### src/hdl/modem_ctrl_pkg.sv
package modem_ctrl_pkg;

   // Word indices of the register map; byte address is four times these
   localparam logic [2:0] IDX_MODEM_CONTROL  = 3'h0;
   localparam logic [2:0] IDX_MODEM_STATUS   = 3'h1;
   localparam logic [2:0] IDX_LINE_CONTROL   = 3'h2;
   localparam logic [2:0] IDX_INT_ENABLE     = 3'h3;
   localparam logic [2:0] IDX_LINE_STATUS    = 3'h4;
   localparam logic [2:0] IDX_DIVISOR_LOW    = 3'h5;
   localparam logic [2:0] IDX_DIVISOR_HIGH   = 3'h6;

   // Field positions in modem_control
   localparam int MC_TERMINAL_READY = 0;
   localparam int MC_REQUEST_SEND   = 1;
   localparam int MC_USER_OUT       = 2;
   localparam int MC_INT_GATE       = 3;
   localparam int MC_LOOPBACK       = 4;

   // Field positions in line_control and interrupt_enable_reg
   localparam int LC_BREAK          = 6;
   localparam int LC_DIVISOR_ACCESS = 7;
   localparam int IE_RX_DATA        = 0;
   localparam int IE_TX_EMPTY       = 1;
   localparam int IE_LINE_STATUS    = 2;
   localparam int IE_MODEM_STATUS   = 3;

   // Values after reset
   localparam logic [4:0]  MODEM_CONTROL_RESET = 5'h00;
   localparam logic [7:0]  LINE_CONTROL_RESET  = 8'h00;
   localparam logic [3:0]  INT_ENABLE_RESET    = 4'h0;
   localparam logic [15:0] DIVISOR_RESET       = 16'h0001;

   // Avalon-MM request from the master
   typedef struct packed {
      logic       read;
      logic       write;
      logic [4:0] address;
      logic [7:0] writedata;
   } avmm_req_t;

   // Modem status inputs as they arrive on the pins, active low
   typedef struct packed {
      logic line_detect_n;
      logic ring_n;
      logic set_ready_n;
      logic clear_to_send_n;
   } modem_in_t;

   // Receiver error pulses, one cycle each
   typedef struct packed {
      logic break_seen;
      logic framing;
      logic parity;
      logic overrun;
   } rx_err_t;

endpackage : modem_ctrl_pkg

### src/hdl/modem_ctrl.sv
module modem_ctrl (
   input  wire logic                    sys_clk,
   input  wire logic                    rst_n,
   input  wire modem_ctrl_pkg::avmm_req_t bus_req,
   output logic                         waitrequest,
   output logic [7:0]                   readdata,
   input  wire modem_ctrl_pkg::modem_in_t modem_in,
   output logic                         terminal_ready_n,
   output logic                         request_send_n,
   input  wire logic                    serial_in,
   output logic                         serial_out,
   input  wire logic                    tx_shift_out,
   output logic                         rx_shift_in,
   input  wire modem_ctrl_pkg::rx_err_t rx_err,
   input  wire logic                    rx_data_ready,
   input  wire logic                    tx_holding_empty,
   input  wire logic                    tx_all_empty,
   output logic                         baud_tick,
   output logic                         irq_out
);

   // Register state
   logic [4:0]  modem_control_q;
   logic [7:0]  line_control_q;
   logic [3:0]  int_enable_q;
   logic [3:0]  line_err_q;
   logic [3:0]  changed_q;
   logic [3:0]  level_prev_q;
   logic [15:0] divisor_q;
   logic [15:0] baud_count_q;
   logic [3:0]  modem_meta_q;
   logic [3:0]  modem_sync_q;
   logic        sin_meta_q;
   logic        sin_sync_q;
   logic        wait_q;
   logic [7:0]  rdata_q;

   // Bus decode; access lands on the edge where waitrequest is low
   wire         access    = (bus_req.read | bus_req.write) & ~wait_q;
   wire         wr_acc    = access & bus_req.write;
   wire         rd_acc    = access & bus_req.read;
   wire [2:0]   idx       = bus_req.address[4:2];
   wire         aligned   = (bus_req.address[1:0] == 2'h0);
   wire         dl_open   = line_control_q[modem_ctrl_pkg::LC_DIVISOR_ACCESS];
   wire         loopback  = modem_control_q[modem_ctrl_pkg::MC_LOOPBACK];

   function automatic logic hit(input logic [2:0] i, input logic [2:0] want,
                                input logic ok);
      hit = ok & (i == want);
   endfunction : hit

   wire sel_mc  = hit(idx, modem_ctrl_pkg::IDX_MODEM_CONTROL, aligned);
   wire sel_ms  = hit(idx, modem_ctrl_pkg::IDX_MODEM_STATUS, aligned);
   wire sel_lc  = hit(idx, modem_ctrl_pkg::IDX_LINE_CONTROL, aligned);
   wire sel_ie  = hit(idx, modem_ctrl_pkg::IDX_INT_ENABLE, aligned);
   wire sel_ls  = hit(idx, modem_ctrl_pkg::IDX_LINE_STATUS, aligned);
   // Divisor latches vanish from the map while the access bit is clear
   wire sel_dll = hit(idx, modem_ctrl_pkg::IDX_DIVISOR_LOW, aligned)
                  & dl_open;
   wire sel_dlh = hit(idx, modem_ctrl_pkg::IDX_DIVISOR_HIGH, aligned)
                  & dl_open;

   // Status level source: pins normally, control bits in loopback
   // Order is {detect, ring, ready, clear} = status bits 7..4
   wire [3:0] pin_level  = ~modem_sync_q;
   wire [3:0] loop_level = {modem_control_q[modem_ctrl_pkg::MC_INT_GATE],
                            modem_control_q[modem_ctrl_pkg::MC_USER_OUT],
                            modem_control_q[modem_ctrl_pkg::MC_TERMINAL_READY],
                            modem_control_q[modem_ctrl_pkg::MC_REQUEST_SEND]};
   wire [3:0] level      = loopback ? loop_level : pin_level;

   // Change detection against the previous sample
   wire [3:0] toggled    = level ^ level_prev_q;
   wire [3:0] change_now = {toggled[3],
                            level_prev_q[2] & ~level[2],
                            toggled[1],
                            toggled[0]};

   // A read clears only what it returned; fresh events survive
   wire [3:0] ms_cleared = (rd_acc & sel_ms) ? rdata_q[3:0] : 4'h0;
   wire [3:0] changed_d  = (changed_q & ~ms_cleared) | change_now;
   wire [3:0] ls_cleared = (rd_acc & sel_ls) ? rdata_q[4:1] : 4'h0;
   wire [3:0] line_err_d = (line_err_q & ~ls_cleared) | rx_err;

   wire [7:0] modem_status = {level, changed_q};
   wire [7:0] line_status  = {1'b0, tx_all_empty, tx_holding_empty,
                              line_err_q, rx_data_ready};

   // Read mux, sampled one cycle before the access edge
   wire [7:0] rdata_d =
      sel_mc  ? {3'h0, modem_control_q} :
      sel_ms  ? modem_status :
      sel_lc  ? line_control_q :
      sel_ie  ? {4'h0, int_enable_q} :
      sel_ls  ? line_status :
      sel_dll ? divisor_q[7:0] :
      sel_dlh ? divisor_q[15:8] : 8'h00;

   // Interrupt sources and gate
   wire src_line  = int_enable_q[modem_ctrl_pkg::IE_LINE_STATUS]
                    & (|line_err_q);
   wire src_rx    = int_enable_q[modem_ctrl_pkg::IE_RX_DATA] & rx_data_ready;
   wire src_tx    = int_enable_q[modem_ctrl_pkg::IE_TX_EMPTY]
                    & tx_holding_empty;
   wire src_modem = int_enable_q[modem_ctrl_pkg::IE_MODEM_STATUS]
                    & (|changed_q);
   wire irq_d     = modem_control_q[modem_ctrl_pkg::MC_INT_GATE]
                    & (src_line | src_rx | src_tx | src_modem);

   // Divisor writes and baud counter
   wire        div_wr      = wr_acc & (sel_dll | sel_dlh);
   wire [15:0] divisor_d   = {sel_dlh & wr_acc ? bus_req.writedata
                                               : divisor_q[15:8],
                              sel_dll & wr_acc ? bus_req.writedata
                                               : divisor_q[7:0]};
   // A zero divisor parks the generator rather than wrapping forever
   wire        count_end   = (baud_count_q == 16'h0001);
   wire        tick_d      = count_end & ~div_wr;
   wire [15:0] baud_count_d =
      div_wr    ? divisor_d :
      count_end ? divisor_q :
      (baud_count_q == 16'h0000) ? 16'h0000 :
      baud_count_q - 16'h0001;

   // Pin outputs; loopback forces the pins idle and feeds tx_shift_out to rx_shift_in
   wire tr_n_d = loopback
               | ~modem_control_q[modem_ctrl_pkg::MC_TERMINAL_READY];
   wire rs_n_d = loopback
               | ~modem_control_q[modem_ctrl_pkg::MC_REQUEST_SEND];
   wire serial_out_d = loopback | (~line_control_q[modem_ctrl_pkg::LC_BREAK]
                             & tx_shift_out);
   wire rxin_d = loopback ? tx_shift_out : sin_sync_q;

   // Two-stage synchronisers for all pin inputs
   always_ff @(posedge sys_clk or negedge rst_n) begin
      if (!rst_n) begin
         modem_meta_q <= 4'hF;
         modem_sync_q <= 4'hF;
         sin_meta_q   <= 1'b1;
         sin_sync_q   <= 1'b1;
      end else begin
         modem_meta_q <= modem_in;
         modem_sync_q <= modem_meta_q;
         sin_meta_q   <= serial_in;
         sin_sync_q   <= sin_meta_q;
      end
   end

   // Bus handshake: one wait cycle, then a single low cycle
   always_ff @(posedge sys_clk or negedge rst_n) begin
      if (!rst_n) begin
         wait_q  <= 1'b1;
         rdata_q <= 8'h00;
      end else begin
         wait_q  <= ~(wait_q & (bus_req.read | bus_req.write));
         rdata_q <= rdata_d;
      end
   end

   // Software-written registers; line status writes are ignored
   always_ff @(posedge sys_clk or negedge rst_n) begin
      if (!rst_n) begin
         modem_control_q <= modem_ctrl_pkg::MODEM_CONTROL_RESET;
         line_control_q  <= modem_ctrl_pkg::LINE_CONTROL_RESET;
         int_enable_q    <= modem_ctrl_pkg::INT_ENABLE_RESET;
         divisor_q       <= modem_ctrl_pkg::DIVISOR_RESET;
      end else begin
         if (wr_acc & sel_mc)
            modem_control_q <= bus_req.writedata[4:0];
         if (wr_acc & sel_lc)
            line_control_q <= bus_req.writedata;
         if (wr_acc & sel_ie)
            int_enable_q <= bus_req.writedata[3:0];
         divisor_q <= divisor_d;
      end
   end

   // Status flags, change history and baud counter
   always_ff @(posedge sys_clk or negedge rst_n) begin
      if (!rst_n) begin
         changed_q    <= 4'h0;
         level_prev_q <= 4'h0;
         line_err_q   <= 4'h0;
         baud_count_q <= modem_ctrl_pkg::DIVISOR_RESET;
      end else begin
         changed_q    <= changed_d;
         level_prev_q <= level;
         line_err_q   <= line_err_d;
         baud_count_q <= baud_count_d;
      end
   end

   // Registered top-level outputs
   always_ff @(posedge sys_clk or negedge rst_n) begin
      if (!rst_n) begin
         terminal_ready_n <= 1'b1;
         request_send_n   <= 1'b1;
         serial_out       <= 1'b1;
         rx_shift_in      <= 1'b1;
         baud_tick        <= 1'b0;
         irq_out          <= 1'b0;
      end else begin
         terminal_ready_n <= tr_n_d;
         request_send_n   <= rs_n_d;
         serial_out       <= serial_out_d;
         rx_shift_in      <= rxin_d;
         baud_tick        <= tick_d;
         irq_out          <= irq_d;
      end
   end

   assign waitrequest = wait_q;
   assign readdata    = rdata_q;

endmodule : modem_ctrl

### config.mk
export PLATFORM = sky130hd
export DESIGN_NAME = modem_ctrl
export DESIGN_NICKNAME = d
export VERILOG_FILES = /design/src/hdl/modem_ctrl_pkg.sv /design/src/hdl/modem_ctrl.sv
export SDC_FILE = /design/constraint.sdc
export NUM_CORES = 1
export LEC_CHECK = 0
export ABC_AREA = 1
export BUFFER_PORTS_ARGS = -buffer_cell sky130_fd_sc_hd__buf_2
export CAP_MARGIN = 10
export CORE_AREA = 2 2 129 68
export DETAILED_ROUTE_END_ITERATION = 6
export DIE_AREA = 0 0 131 70
export MAX_ROUTING_LAYER = met4
export PLACE_DENSITY = 0.73
export SYNTH_ARGS = -nofsm -noshare
export SYNTH_HDL_FRONTEND = slang
export SYNTH_SLANG_ARGS = --single-unit
### constraint.sdc
create_clock -name sys_clk -period 4.4 [get_ports sys_clk]
set_input_delay 0.44 -clock sys_clk [delete_from_list [all_inputs] [get_ports sys_clk]]
set_output_delay 0.44 -clock sys_clk [all_outputs]
set_load 0.02 [all_outputs]
==> impl_metrics.toml <==
[status]
outcome = "finished clean"

[clock_tree]
cts.clk_slew.worst_paths_ns = 0.07
clockBufferDepth = 2
holdBufCountCts = 0
numClockSinks = 86
cts_made_buffers = 9
cts_tree = "yes"
cts.repair.resized = 0
insertion_delay_ns = 0.35
postCtsSetupRepairBufs = 0
htree_levels = 3
root_buffer = "clkbuf_16"

[synthesis]
yosys_warnings = 0
synthCells = 522
synth.avg_cell_area_um2 = 8.19
yosysSeqAreaShare = 0.508
ys_types = 32
ys_seq_elements = 86
syn_nets = 554
syn-cell-area_mm2 = 0.00427

[floorplanning]
pin_count = 45
die_y_um = 70
initial_core_util = 0.518
rows = 24
die_area_mm2 = 0.00917
die_w_um = 131
core_area_mm2 = 0.00826

[grt]
grt.total_usage = 0.279
grt_pass1_vias = 3465
grt_first_pass_wirelength_um = 18300
grt_start_max_net_pins = 55
antenna_found_initial = 0
grt-ovfl-total = 0

[finish]
stdcell_area_mm2 = 0.00489
multi_input_area_mm2 = 0.00178
nNetsFinal = 599
drive_gt1_frac = 0.180
final_core_util = 0.592
area_growth_pct = 14.4
fill_cells = 755
antenna_cells = 0
fin_cells = 689
ff_latch_area_mm2 = 0.00217

[sta]
clock.fmax_mhz = 479
slew_headroom = 0.554
tightest_slew_ns = 0.669
period_share = 0.475
whs_ns = 0.133
hold_viol = 0
min_period_ns = 2.09
finalSetupViolCount = 0
finalSetupTns_ns = 0
slew_violations = 0
rsz0062_at_grt = "false"
clock_skew_ns = 0.00604
fin_ws_ns = 2.31

[placement]
placed_cell_area_mm2 = 0.00457
hpwlAfterDp_um = 8670
place_congestion = 0.911
numPortBuffers = 44
preCtsSetupSlack_ns = 2.19
place_inst = 673

[critical_path]
r2r_setup_slack_ns = 2.31
critPathMaxStageDelay_ns = 0.54
reg2reg_from = "baud_count_q[0]$_DFF_PN1_"
worst_path_max_delay_cell = "dfstp_2"
critPathBufInv = 1
crit_family = "simple AND/OR/NAND/NOR gates"
path_common_cell = "nand2_1"
cp_data_required_time_ns = 4.68
cp-start-kind = "flip-flop"
crit_type = "reg2reg"
cp_cell_sequence = "inv_1, ha_1, nand2_1, nor2_2, nand2_1, nand2_1, nor2_2, nand2_1, nand3_1"
worstSetupEndpointType = "flip-flop"
crit_arrival_ns = 2.37
r2r_end = "baud_count_q[8]$_DFF_PN0_"
ff2ff_path_depth = 9
path_max_fanout = 11

[power]
vdd_drop_max_mv = 0.239
power_leakage_nw = 2.39
p_total_mw = 2.09
powerDensity_mw_per_mm2 = 428

[route]
drc = 0
drt_pass1_iterations = 6
vias = 3798
drt_iter0_markers = 477
final_antenna_net_count = 0
drt_wl_total_um = 11500
via_per_inst = 5.51
wl_per_cell_um = 16.6

[worst_hold_path]
hold_class = "in2async"

[flow_run]
cap_violations = 0
## cells in the final DEF, fill, tap and decap left out, types with 10 or more instances in the layout
cell | synthesis | final
nand2_1 | 156 | 156
dfstp_2 | 17 | 17
nand3_1 | 57 | 57
o21ai_1 | 12 | 12
dfrtp_1 | 69 | 69
buf_2 | 4 | 43
inv_1 | 61 | 61
nor2_1 | 37 | 37
nand4_1 | 20 | 20
clkbuf_16 | 0 | 10
o21ai_0 | 28 | 28
## kinds of logic after synthesis
group           share of synthesized area
buf+inv                            0.0758
flops                               0.508
xor+xnor                           0.0164
compound gates                     0.0764
fa+ha+maj                         0.00585
simple gates                        0.317
## metal layers
layer / part of all wire / GRT usage
met1: 0.50 / 0.439
met2: 0.38 / 0.326
met3: 0.12 / 0.119
met4: 0.0057 / 0.0567
met5: 0 / -
## state kept, by name, indices dropped and copies added, names as in the netlist, 5 cells and up
register,flops
divisor_q,16
line_control_q,8
readdata,8
baud_count_q,16
modem_control_q,5
## how the worst max path moves through the flow
stage	start	to	slack, ns	cells past startpoint
after detailed placement	bus_req[9]	changed_q[2]$_DFF_PN0_	2.19	7
after global routing	baud_count_q[0]$_DFF_PN1_	baud_count_q[15]$_DFF_PN0_	2.07	9
final	baud_count_q[0]$_DFF_PN1_	baud_count_q[8]$_DFF_PN0_	2.31	9
after floorplan	baud_count_q[0]$_DFF_PN1_	baud_count_q[11]$_DFF_PN0_	2.79	10
after CTS	baud_count_q[0]$_DFF_PN1_	baud_count_q[8]$_DFF_PN0_	2.34	9
after global placement	bus_req[9]	modem_control_q[2]$_DFFE_PN0P_	2.26	7
## cells in the mapped netlist, drive strengths merged
cell / instances / area [µm²]
a21o: 2 / 15.0
a21oi: 2 / 10.0
and2: 3 / 18.8
buf: 10 / 80.1
clkbuf: 1 / 3.75
dfrtp: 69 / 1730
dfstp: 17 / 447
ha: 2 / 25.0
inv: 64 / 240
nand2: 161 / 622
nand3: 59 / 320
nand3b: 1 / 7.51
nand4: 20 / 125
nor2: 47 / 225
nor3: 3 / 36.3
o2111ai: 1 / 8.76
o21a: 5 / 37.5
o21ai: 42 / 218
o21bai: 5 / 37.5
xor2: 8 / 70.1
## worst register-to-register path: cells and delay by family (launching register included)
| family | cells | cell delay, ns |
|---|---|---|
| AND/OR/NAND/NOR | 7 | 1.16 |
| adder cells (fa/ha/maj) | 1 | 0.25 |
| flip-flops | 1 | 0.54 |
| buffers and inverters | 1 | 0.07 |
## where the power goes
group / switching, mW / internal [mW]
logic: 0.192 / 0.103
registers: 0.0894 / 0.888
clock network: 0.338 / 0.483
## final cells by class
cell class | count | area share
repair buffers | 45 | 0.0471
well taps | 117 | 0.0299
clock buffers | 10 | 0.0512
multi-input cells | 361 | 0.363
inverters | 64 | 0.0491
clock inverters | 6 | 0.0148
flip-flops and latches | 86 | 0.444
(Power assumes the default switching activity.)
